`src/pkg/nbcd_regs.vh`:
```
`ifndef NBCD_REGS_VH
`define NBCD_REGS_VH
// =====================================
// operation codes from the user port
`define NBCD_OP_CMD 3'h0
`define NBCD_OP_ADDR 3'h1
`define NBCD_OP_WDATA 3'h2
`define NBCD_OP_RDATA 3'h3
`define NBCD_OP_WAITRDY 3'h4
// =====================================
// command codes
`define NBCD_CMD_RESET 8'hff
`define NBCD_CMD_STATUS 8'h70
`define NBCD_CMD_PROG 8'h10
`define NBCD_CMD_ERASE 8'hd0
`define NBCD_CMD_CACHE_PROG 8'h15
// =====================================
// strobe timing in ns and cycles at 10 ns
`define NBCD_CLK_NS 10
`define NBCD_WP_NS 12
`define NBCD_WH_NS 10
`define NBCD_RP_NS 12
`define NBCD_REH_NS 10
`define NBCD_WHR_NS 60
`define NBCD_WB_NS 100
`define NBCD_RHOH_NS 25
`define NBCD_WP_CYC ((`NBCD_WP_NS + `NBCD_CLK_NS - 1) / `NBCD_CLK_NS)
`define NBCD_WH_CYC ((`NBCD_WH_NS + `NBCD_CLK_NS - 1) / `NBCD_CLK_NS)
`define NBCD_RP_CYC ((`NBCD_RP_NS + `NBCD_CLK_NS - 1) / `NBCD_CLK_NS)
`define NBCD_REH_CYC ((`NBCD_REH_NS + `NBCD_CLK_NS - 1) / `NBCD_CLK_NS)
`define NBCD_WHR_CYC ((`NBCD_WHR_NS + `NBCD_CLK_NS - 1) / `NBCD_CLK_NS)
`define NBCD_WB_CYC ((`NBCD_WB_NS + `NBCD_CLK_NS - 1) / `NBCD_CLK_NS)
// =====================================
// busy limits in ns; largest bounds the ready wait
`define NBCD_ARRAY_FETCH_NS 25000
`define NBCD_READ_CACHE_BUSY_NS 25000
`define NBCD_PAGE_COPY_BUSY_NS 30000
`define NBCD_WRITE_CACHE_BUSY_NS 700000
`define NBCD_PROG_NS 700000
`define NBCD_BLOCK_CLEAR_NS 5000000
`define NBCD_RESET_ERASE_NS 500000
`define NBCD_BLOCK_CLEAR_CYC (`NBCD_BLOCK_CLEAR_NS / `NBCD_CLK_NS)
`define NBCD_MAX_PARTIAL 3'h4
`define NBCD_FIFO_DEPTH 16
`endif

```
`src/core/nbcd_fifo.v`:
```
`timescale 1ns/10ps
`default_nettype none
module nbcd_fifo #(
   parameter WIDTH = 8,
   parameter DEPTH = 16,
   parameter AW = 4
) (
   // clock and reset
   input wire i_ref_clk,
   input wire i_reset_n,
   // fill side
   input wire i_in_valid,
   input wire [WIDTH-1:0] i_in_data,
   output reg o_in_ready,
   // drain side
   output reg o_out_valid,
   output reg [WIDTH-1:0] o_out_data,
   input wire i_out_ready
);
   reg [WIDTH-1:0] mem_reg [0:DEPTH-1];
   reg [AW-1:0] wr_reg;
   reg [AW-1:0] rd_reg;
   reg [AW:0] cnt_reg;
   wire push;
   wire pop;
   wire [AW:0] cnt_next;
   wire valid_next;
   assign push = i_in_valid && o_in_ready;
   // output register counts toward the depth
   assign valid_next = pop || (o_out_valid && !i_out_ready);
   assign pop = (cnt_reg != {(AW+1){1'b0}}) && (!o_out_valid || i_out_ready);
   assign cnt_next = cnt_reg + {{AW{1'b0}}, push} - {{AW{1'b0}}, pop};
   always @(posedge i_ref_clk) begin
      if (push) begin
         mem_reg[wr_reg] <= i_in_data;
      end
   end
   always @(posedge i_ref_clk or negedge i_reset_n) begin
      if (!i_reset_n) begin
         wr_reg <= {AW{1'b0}};
         rd_reg <= {AW{1'b0}};
         cnt_reg <= {(AW+1){1'b0}};
         o_in_ready <= 1'b0;
         o_out_valid <= 1'b0;
         o_out_data <= {WIDTH{1'b0}};
      end else begin
         if (push) begin
            wr_reg <= wr_reg + 1'b1;
         end
         if (pop) begin
            rd_reg <= rd_reg + 1'b1;
            o_out_data <= mem_reg[rd_reg];
            o_out_valid <= 1'b1;
         end else if (i_out_ready) begin
            o_out_valid <= 1'b0;
         end
         cnt_reg <= cnt_next;
         o_in_ready <= ((cnt_next + {{AW{1'b0}}, valid_next}) < DEPTH);
      end
   end
endmodule
`default_nettype wire

```
`src/core/nbcd_host.v`:
```
`timescale 1ns/10ps
`default_nettype none
`include "nbcd_regs.vh"
module nbcd_host #(
   parameter BUSY_LIMIT_CYC = `NBCD_BLOCK_CLEAR_CYC
) (
   // clock and reset
   input wire i_ref_clk,
   input wire i_reset_n,
   // request port
   input wire i_req_valid,
   input wire [2:0] i_req_op,
   input wire [7:0] i_req_byte,
   output reg o_req_ready,
   // write data stream
   input wire i_wdata_valid,
   input wire [7:0] i_wdata,
   output wire o_wdata_ready,
   // read data stream
   output reg o_rdata_valid,
   output reg [7:0] o_rdata,
   // status
   input wire i_write_enable,
   output reg o_busy_timeout,
   output reg o_partial_limit,
   // flash pins
   output reg o_cmd_latch,
   output reg o_addr_latch,
   output reg o_chip_sel_n,
   output reg o_write_strobe_n,
   output reg o_read_strobe_n,
   output reg o_write_protect_n,
   output reg [7:0] o_io_out,
   output reg o_io_oe,
   input wire [7:0] i_io_in,
   input wire i_ready_busy_n
);
   // =====================================
   // states
   localparam ST_IDLE = 6'h01;
   localparam ST_WLOW = 6'h02;
   localparam ST_WHIGH = 6'h04;
   localparam ST_RLOW = 6'h08;
   localparam ST_RHIGH = 6'h10;
   localparam ST_WAIT = 6'h20;
   reg [5:0] state_reg;
   reg [31:0] cnt_reg;
   reg [2:0] op_reg;
   reg [7:0] cmd_reg;
   reg [2:0] partial_reg;
   reg [7:0] io_s1_reg;
   reg [7:0] io_s2_reg;
   reg rb_s1_reg;
   reg rb_s2_reg;
   reg read_busy_reg;
   wire fifo_valid;
   wire [7:0] fifo_data;
   wire fifo_take;
   // =====================================
   // write data buffer
   assign fifo_take = (state_reg == ST_IDLE) && i_req_valid && o_req_ready && (i_req_op == `NBCD_OP_WDATA);
   nbcd_fifo #(
      .WIDTH(8),
      .DEPTH(`NBCD_FIFO_DEPTH),
      .AW(4)
   ) u_fifo (
      .i_ref_clk(i_ref_clk),
      .i_reset_n(i_reset_n),
      .i_in_valid(i_wdata_valid),
      .i_in_data(i_wdata),
      .o_in_ready(o_wdata_ready),
      .o_out_valid(fifo_valid),
      .o_out_data(fifo_data),
      .i_out_ready(fifo_take)
   );
   // =====================================
   // pin synchronisers
   always @(posedge i_ref_clk or negedge i_reset_n) begin
      if (!i_reset_n) begin
         io_s1_reg <= 8'h00;
         io_s2_reg <= 8'h00;
         rb_s1_reg <= 1'b0;
         rb_s2_reg <= 1'b0;
      end else begin
         io_s1_reg <= i_io_in;
         io_s2_reg <= io_s1_reg;
         rb_s1_reg <= i_ready_busy_n;
         rb_s2_reg <= rb_s1_reg;
      end
   end
   // =====================================
   // cycle sequencer
   always @(posedge i_ref_clk or negedge i_reset_n) begin
      if (!i_reset_n) begin
         state_reg <= ST_IDLE;
         cnt_reg <= 32'h0;
         op_reg <= 3'h0;
         cmd_reg <= 8'h00;
         partial_reg <= 3'h0;
         read_busy_reg <= 1'b0;
         o_req_ready <= 1'b0;
         o_rdata_valid <= 1'b0;
         o_rdata <= 8'h00;
         o_busy_timeout <= 1'b0;
         o_partial_limit <= 1'b0;
         o_cmd_latch <= 1'b0;
         o_addr_latch <= 1'b0;
         o_chip_sel_n <= 1'b1;
         o_write_strobe_n <= 1'b1;
         o_read_strobe_n <= 1'b1;
         o_write_protect_n <= 1'b0;
         o_io_out <= 8'h00;
         o_io_oe <= 1'b0;
      end else begin
         o_rdata_valid <= 1'b0;
         o_write_protect_n <= i_write_enable;
         case (state_reg)
            ST_IDLE: begin
               o_cmd_latch <= 1'b0;
               o_addr_latch <= 1'b0;
               o_write_strobe_n <= 1'b1;
               o_read_strobe_n <= 1'b1;
               o_io_oe <= 1'b0;
               o_chip_sel_n <= !i_req_valid;
               o_req_ready <= 1'b1;
               if (i_req_valid && o_req_ready &&
                   (i_req_op != `NBCD_OP_WDATA || fifo_valid)) begin
                  o_req_ready <= 1'b0;
                  op_reg <= i_req_op;
                  cnt_reg <= 32'h0;
                  o_chip_sel_n <= 1'b0;
                  case (i_req_op)
                     `NBCD_OP_CMD: begin
                        // while read busy only reset or status may go out
                        if (read_busy_reg && i_req_byte != `NBCD_CMD_RESET &&
                            i_req_byte != `NBCD_CMD_STATUS) begin
                           state_reg <= ST_IDLE;
                        end else begin
                           cmd_reg <= i_req_byte;
                           o_cmd_latch <= 1'b1;
                           o_io_out <= i_req_byte;
                           o_io_oe <= 1'b1;
                           o_write_strobe_n <= 1'b0;
                           state_reg <= ST_WLOW;
                           if (i_req_byte == `NBCD_CMD_PROG || i_req_byte == `NBCD_CMD_CACHE_PROG) begin
                              if (partial_reg == `NBCD_MAX_PARTIAL - 3'h1) begin
                                 o_partial_limit <= 1'b1;
                              end
                              partial_reg <= partial_reg + 3'h1;
                           end else if (i_req_byte == `NBCD_CMD_ERASE) begin
                              partial_reg <= 3'h0;
                              o_partial_limit <= 1'b0;
                           end
                        end
                     end
                     `NBCD_OP_ADDR: begin
                        o_addr_latch <= 1'b1;
                        o_io_out <= i_req_byte;
                        o_io_oe <= 1'b1;
                        o_write_strobe_n <= 1'b0;
                        state_reg <= ST_WLOW;
                     end
                     `NBCD_OP_WDATA: begin
                        o_io_out <= fifo_data;
                        o_io_oe <= 1'b1;
                        o_write_strobe_n <= 1'b0;
                        state_reg <= ST_WLOW;
                     end
                     `NBCD_OP_RDATA: begin
                        o_read_strobe_n <= 1'b0;
                        state_reg <= ST_RLOW;
                     end
                     default: begin
                        o_busy_timeout <= 1'b0;
                        state_reg <= ST_WAIT;
                     end
                  endcase
               end
            end
            ST_WLOW: begin
               cnt_reg <= cnt_reg + 32'h1;
               if (cnt_reg >= `NBCD_WP_CYC - 1) begin
                  o_write_strobe_n <= 1'b1;
                  cnt_reg <= 32'h0;
                  state_reg <= ST_WHIGH;
               end
            end
            ST_WHIGH: begin
               cnt_reg <= cnt_reg + 32'h1;
               if (cnt_reg >= `NBCD_WH_CYC + `NBCD_WB_CYC - 1) begin
                  o_cmd_latch <= 1'b0;
                  o_addr_latch <= 1'b0;
                  o_io_oe <= 1'b0;
                  if (op_reg == `NBCD_OP_CMD && cmd_reg != `NBCD_CMD_STATUS &&
                      cmd_reg != `NBCD_CMD_RESET && !rb_s2_reg) begin
                     read_busy_reg <= 1'b1;
                  end
                  state_reg <= ST_IDLE;
               end
            end
            ST_RLOW: begin
               cnt_reg <= cnt_reg + 32'h1;
               if (cnt_reg >= `NBCD_RP_CYC + 1) begin
                  // capture after two-stage sync of the bus
                  o_rdata <= io_s2_reg;
                  o_rdata_valid <= 1'b1;
                  o_read_strobe_n <= 1'b1;
                  cnt_reg <= 32'h0;
                  state_reg <= ST_RHIGH;
               end
            end
            ST_RHIGH: begin
               cnt_reg <= cnt_reg + 32'h1;
               if (cnt_reg >= `NBCD_REH_CYC + 2) begin
                  // chip select release ends any extended output drive
                  o_chip_sel_n <= 1'b1;
                  state_reg <= ST_IDLE;
               end
            end
            ST_WAIT: begin
               cnt_reg <= cnt_reg + 32'h1;
               o_write_strobe_n <= 1'b1;
               o_read_strobe_n <= 1'b1;
               if (rb_s2_reg && cnt_reg >= `NBCD_WB_CYC) begin
                  read_busy_reg <= 1'b0;
                  state_reg <= ST_IDLE;
               end else if (cnt_reg >= BUSY_LIMIT_CYC) begin
                  // exceeds every busy limit
                  o_busy_timeout <= 1'b1;
                  read_busy_reg <= 1'b0;
                  state_reg <= ST_IDLE;
               end
            end
            default: begin
               state_reg <= ST_IDLE;
            end
         endcase
      end
   end
endmodule
`default_nettype wire

```
`config.mk`:
```
export PLATFORM = sky130hd
export DESIGN_NAME = nbcd_host
export DESIGN_NICKNAME = d
export VERILOG_FILES = /design/src/core/nbcd_fifo.v /design/src/core/nbcd_host.v
export VERILOG_INCLUDE_DIRS = /design/src /design/src/pkg
export SDC_FILE = /design/constraint.sdc
export NUM_CORES = 1
export LEC_CHECK = 0
export BUFFER_PORTS_ARGS = -buffer_cell sky130_fd_sc_hd__buf_4
export CAP_MARGIN = 20
export CORE_ASPECT_RATIO = 1.75
export CORE_MARGIN = 3
export CORE_UTILIZATION = 30
export DETAILED_ROUTE_END_ITERATION = 10
export PLACE_DENSITY = 0.54
export SYNTH_ARGS = -nofsm -noshare
export SYNTH_HDL_FRONTEND = slang
export SYNTH_HIERARCHICAL = 1
export SYNTH_SLANG_ARGS = --single-unit
```
`constraint.sdc`:
```
create_clock -name i_ref_clk -period 4.1 [get_ports i_ref_clk]
set_input_delay 0.82 -clock i_ref_clk [delete_from_list [all_inputs] [get_ports i_ref_clk]]
set_output_delay 0.82 -clock i_ref_clk [all_outputs]
set_load 0.01 [all_outputs]
```
# Word level (Yosys, flattened, before mapping)
# Memories as Yosys holds them, arrays and structs flattened. A register that Yosys moved wholly into a read port is not among the register bits.
# Index checks and enable logic that the tools add are counted.
[totals] regBits=113 ramBits=128 inputBits=33 out_inout_bits=28 wordCells=185 memories=1
[mem_list] memory="u_fifo.mem_reg" depth=16 word_bits=8 read_ports=1 rd_ports_with_merged_regs=1 wr=1 line_no="nbcd_fifo.v:20" rtl="reg [WIDTH-1:0] mem_reg [0:DEPTH-1];"
[op_classes] n_addsub=7 order_cmp=5 eq_ne=30 mux=60 bitwise=1 reduce_logical=53
[ops] operator="one-hot mux 32 bit (4 select lines)" n=1
[ops] operator="two-way mux 32 bit" n=3
[ops] operator="two-way mux 6 bit" n=7
[ops] operator="one-hot mux 6 bit (6 select lines)" n=1
[ops] operator="adder 32 x 1 -> 32 bit, second input constant" n=1
[ops] operator=">= comparator 32 x 1 -> 1 bit, second input constant" n=1
[ops] operator=">= comparator 32 x 19 -> 1 bit, second input constant" n=1
[ops] operator=">= comparator 32 x 2 -> 1 bit, second input constant" n=1
[ops] operator=">= comparator 32 x 4 -> 1 bit, second input constant" n=1
[ops] operator="less-than comparator 32 x 5 -> 1 bit, second input constant" n=1
[ops] operator="two-way mux 1 bit" n=32
[ops] operator="one-hot mux 8 bit (3 select lines)" n=1
[ops] operator="!= test 2 bit, second input constant" n=9
[ops] operator="one-hot mux 6 bit (3 select lines)" n=1
[ops] operator="equality test 8 x 5 -> 1 bit, second input constant" n=2
[ops] operator="!= test 8 x 7 -> 1 bit, second input constant" n=2
[ops] operator="!= test 8 bit, second input constant" n=2
[ops] operator="one-hot mux 1 bit (2 select lines)" n=8
[ops] operator="logical AND 1 bit" n=14
[ops] operator="AND reduction 2 bit" n=7
[ops] operator="AND reduction 4 bit" n=3
[ops] operator="AND reduction 6 bit" n=2
[ops] operator="nonzero test 2 bit" n=6
[ops] operator="AND reduction 5 bit" n=2
[ops] operator="31 further kinds" n=47

# Depth between registers and ports, before layout
[logic_depth] word_depth=9 depth_mapped=16 depth_no_buf=14

# Hierarchy
# The synthesis kept the hierarchy.
[modules_own_cells] module="nbcd_fifo" n_inst=1 cells_per_inst=312 area_each_um2=6038.3 seq_area_each_um2=4419.2
[modules_own_cells] module="nbcd_host" n_inst=1 cells_per_inst=468 area_each_um2=4760.8 seq_area_each_um2=2457.4

# Least setup slack after synthesis
# No wires, ideal clock.
[synth_path] path_kind="input -> register" from="input port i_req_op[2]" to="register u_fifo.o_in_ready" setup_ns=0.082 t_arrival_ns=3.397 required_ns=4.018 path_slack_ns=0.621 cell_stages=14 path_buffers=2 cell_sequence="clkbuf_1 > nor3_1 > buf_1 > and3_1 > nand2b_1 > nand2b_1 > inv_1 > ha_1 > inv_1 > ha_1 > fa_1 > xor2_1 > and3_1 > a31oi_1"
[synth_via] elab_chain_cells=7 word_cells_on_any_way=10 cone_classes="add/sub: 2; order compare: 1; eq/ne: 1; reduce/logical: 6"
[synth_rtl] item="from (decl)" line_no="nbcd_host.v:12" rtl="input wire [2:0] i_req_op,"
[synth_rtl] item="equality test 3 x 2 -> 1 bit"
[synth_rtl] item="logical AND 1 bit" line_no="nbcd_host.v:61" rtl="assign fifo_take = (state_reg == ST_IDLE) && i_req_valid && o_req_ready && (i_req_op == `NBCD_OP_WDATA);"
[synth_rtl] item="via fifo_take" line_no="nbcd_host.v:58" rtl="wire fifo_take;"
[synth_rtl] item="logical OR 1 bit" line_no="nbcd_fifo.v:31" rtl="assign pop = (cnt_reg != {(AW+1){1'b0}}) && (!o_out_valid || i_out_ready);"
[synth_rtl] item="logical AND 1 bit" line_no="nbcd_fifo.v:31"
[synth_rtl] item="via u_fifo.pop" line_no="nbcd_fifo.v:25" rtl="wire pop;"
[synth_rtl] item="subtractor 5 x 1 -> 5 bit" line_no="nbcd_fifo.v:32" rtl="assign cnt_next = cnt_reg + {{AW{1'b0}}, push} - {{AW{1'b0}}, pop};"
[synth_rtl] item="via u_fifo.cnt_next[2]" line_no="nbcd_fifo.v:26" rtl="wire [AW:0] cnt_next;"
[synth_rtl] item="adder 5 x 1 -> 6 bit" line_no="nbcd_fifo.v:58" rtl="o_in_ready <= ((cnt_next + {{AW{1'b0}}, valid_next}) < DEPTH);"
[synth_rtl] item="less-than comparator 32 x 5 -> 1 bit" line_no="nbcd_fifo.v:58"
[synth_rtl] item="to (signal assigned)" line_no="nbcd_fifo.v:58"
[synth_rtl] item="to (decl)" line_no="nbcd_fifo.v:14" rtl="output reg o_in_ready,"
# The timed path passes the listed nets, and every way through them passes these cells.
# A chain may end at the register's enable or synchronous reset.

# Final worst setup path
[layout_path] from="register state_reg[3]" to="register u_fifo.o_in_ready"
[layout_via] elab_chain_cells=9 word_cells_on_any_way=12 cone_classes="add/sub: 2; order compare: 1; eq/ne: 1; reduce/logical: 8"
[layout_rtl] item="from (decl)" line_no="nbcd_host.v:46" rtl="reg [5:0] state_reg;"
[layout_rtl] item="from (signal assigned)" line_no="nbcd_host.v:95" rtl="state_reg <= ST_IDLE;"
[layout_rtl] item="from (signal assigned)" line_no="nbcd_host.v:137" rtl="state_reg <= ST_IDLE;"
[layout_rtl] item="from (signal assigned)" line_no="nbcd_host.v:144" rtl="state_reg <= ST_WLOW;"
[layout_rtl] item="equality test 6 x 1 -> 1 bit" line_no="nbcd_host.v:61"
[layout_rtl] item="logical AND 1 bit (3 in series)" line_no="nbcd_host.v:61"
[layout_rtl] item="via fifo_take" line_no="nbcd_host.v:58"
[layout_rtl] item="logical OR 1 bit" line_no="nbcd_fifo.v:31"
[layout_rtl] item="logical AND 1 bit" line_no="nbcd_fifo.v:31"
[layout_rtl] item="via u_fifo.pop" line_no="nbcd_fifo.v:25"
[layout_rtl] item="subtractor 5 x 1 -> 5 bit" line_no="nbcd_fifo.v:32"
[layout_rtl] item="via u_fifo.cnt_next[2]" line_no="nbcd_fifo.v:26"
[layout_rtl] item="adder 5 x 1 -> 6 bit" line_no="nbcd_fifo.v:58"
[layout_rtl] item="less-than comparator 32 x 5 -> 1 bit" line_no="nbcd_fifo.v:58"
# The timed path passes the listed nets, and every way through them passes these cells.

==> results.json <==
{
  "power.total_w": 0.007991,
  "cp.required_ns": 4.54,
  "cts_tree": "done",
  "worstPathArrival_ns": 3.66,
  "area_growth_pct": 16.43,
  "drc": 0,
  "synth-seq-area-share_pct": 63.68,
  "async_flop_share_pct": 48.59,
  "worstSetupPathType": "reg2reg",
  "tightest_slew_ns": 0.9954,
  "m1WireLength_um": 9034,
  "drv_cap": 0,
  "die_h_um": 257.0,
  "syn_inst": 780,
  "yosysUniqueCellTypes": 66,
  "slew_violations": 0,
  "place_hpwl_um": 17720,
  "post_drt_wl_per_cell_um": 18.55,
  "syn_nets": 831,
  "gp_congestion": 0.8257,
  "grt_overflow": 0,
  "fin_crit_sh_pct": 78.52,
  "p_leak_nw": 4.757,
  "ys_warn_count": 6,
  "first_iter_violations": 325,
  "via_count": 6591,
  "hold_buffers": 0,
  "nNetsFinal": 895,
  "hp-class": "in2async",
  "grt_pass1_wl_um": 39160,
  "skew_ns": 0.01087,
  "slew_headroom_pct": 33.39,
  "grt_max_degree": 77,
  "drt-pass1-iter-count": 5,
  "status": "complete, no violations",
  "max_freq_ghz": 0.3106,
  "post-cts-setup-buffers": 0,
  "period_minus_slack_ns": 3.219,
  "dr_wl_met3_um": 764,
  "hold_violations": 0,
  "largest_register_ffs": 128,
  "grt_use_total_pct": 13.01,
  "drt-total-wl_um": 24650,
  "via_per_inst": 4.959,
  "ys_dominant_reg_cell": "edfxtp_1",
  "cts-buffers-inserted": 24,
  "numPortBuffers": 60,
  "p_per_area_nw_per_um2": 635.6,
  "synth-seq-cells": 249,
  "max-vdd-ir-drop_uv": 368.9,
  "ctsResizeCount": 0,
  "setup_tns_ns": 0,
  "start_kind": "flop",
  "start_util_pct": 30.50,
  "drive_gt1_share_pct": 20.42,
  "ant_nets": 0,
  "antenna_found_initial": 1,
  "cts_max_path_buffers": 3,
  "wl_met2_um": 14340,
  "clk_latency_ns": 0.53,
  "die_width_um": 149.4,
  "first_global_vias": 6827,
  "rows": 91,
  "root_buffer": "clkbuf_16",
  "synth_area_sq_um": 10800,
  "whs_ns": 0.3127,
  "clk_pin_slew_worst_paths_ns": 0.07,
  "routed.top_layer": "met4",
  "core_sq_um": 35410,
  "finalSetupViolCount": 0,
  "cts_sinks": 249,
  "htree_levels": 1,
  "die_area_sq_um": 38400,
  "fill_cells": 3404,
  "cp-end-kind": "flop",
  "rsz0062_at_grt": "false",
  "syn_avg_cell_area_sq_um": 13.85,
  "ioPinCount": 61,
  "synth_enable_flop_cells": 128,
  "cp_max_fo": 8
}
[per-layer routing]
metal / track usage, % / vias up
met5: 0 / -
met4: 3.665 / 0
met3: 1.885 / 30
met2: 25.57 / 80
met1: 14.18 / 3379
li1: - / 3102
[where the power goes]
group	switching [W]	internal, W
clock	0.000955	0.00124
sequential	0.000399	0.00306
combinational	0.00129	0.00105
[synthesized netlist by cell type (20+ instances only)]
master | instances | area, sq um
nor2_1 | 38 | 142.6
inv_1 | 24 | 90.09
nand3_1 | 22 | 110.1
a21oi_1 | 21 | 105.1
nand2_1 | 60 | 225.2
dfrtp_1 | 117 | 2928
a31oi_1 | 20 | 125.1
mux4_2 | 28 | 630.6
o21ai_0 | 35 | 175.2
edfxtp_1 | 128 | 3844
[final timing paths]
path,startpoint,end,slack [ns],depth (start not counted)
min in group i_ref_clk,io_s1_reg[6],io_s2_reg[6],0.35,0
min,i_reset_n,cnt_reg[27],0.31,1
max,state_reg[3],u_fifo/o_in_ready,0.88,13
min reg2reg,io_s1_reg[6],io_s2_reg[6],0.35,0
max in group asynchronous,i_reset_n,o_chip_sel_n,2.94,2
max reg2reg,state_reg[3],u_fifo/o_in_ready,0.88,13
[cell families after synthesis]
| logic type | share of synthesized area, % |
|---|---|
| flops | 63.68 |
| simple gates | 11.11 |
| compound gates | 8.377 |
| mux | 10.55 |
| buf+inv | 2.827 |
| fa+ha+maj | 2.155 |
| xor+xnor | 1.298 |
[cell usage in the layout, fill, tap and decap left out, types with 4 or more instances in the layout]
master       n
nand2_1     60
o31ai_1      4
dfstp_2      4
mux2_2      19
mux4_2      28
nor2b_1      6
xnor2_1     10
nand2b_1     7
nand3_1     22
nor3_1      16
o21ai_0     35
clkinv_1     4
clkbuf_1     6
xor2_1       6
buf_4       76
mux4_1       4
a22o_1       5
and2_1       4
a21oi_1     21
nor2_1      38
a21o_1       8
dfrtp_1    117
and4_1       5
a22oi_1      5
o211ai_1     9
clkbuf_16   25
mux2i_1     19
ha_1        17
and3_1      12
a31oi_1     20
inv_1       24
a41oi_1      6
edfxtp_1   128
nand4_1      7
nor4_1      11
or4_1        8
or3_1       10
[final cells by class]
class	instances	area (sq um)	area share (%)
sequential	249	6877	54.69
timing repair buffer	78	609.3	4.846
multi-input combinational	467	3642	28.97
antenna	2	5.005	0.03980
inverter	24	90.09	0.7165
clock inverter	10	78.83	0.6269
clock buffer	34	689.4	5.483
tap	465	581.8	4.627
[per-stage QoR]
stage | area, sq um | utilization (%) | setup slack (ns) | std cells
6_report | 12570 | 35.51 | 0.8806 | 1329
5_1_grt | 12570 | 35.49 | 0.6023 | 1327
4_1_cts | 12570 | 35.49 | 0.8758 | 1327
3_5_place_dp | 11800 | 33.32 | 0.7815 | 1283
3_3_place_gp | 11770 | 33.25 | 0.7921 | 1282
2_1_floorplan | 10800 | - | 0.6209 | 780
[critical path: stages, from the launching register on]
cell and delay [ns]:
dfrtp_1 0.45, nor4_1 0.47, and2_1 0.36, and3_1 0.22, nand2b_1 0.13, nand2b_1 0.07, inv_1 0.11, ha_1 0.13
inv_1 0.04, ha_1 0.20, fa_1 0.40, xor2_1 0.18, and3_1 0.19, a31oi_1 0.16
Power figures use the tool's default switching activity.
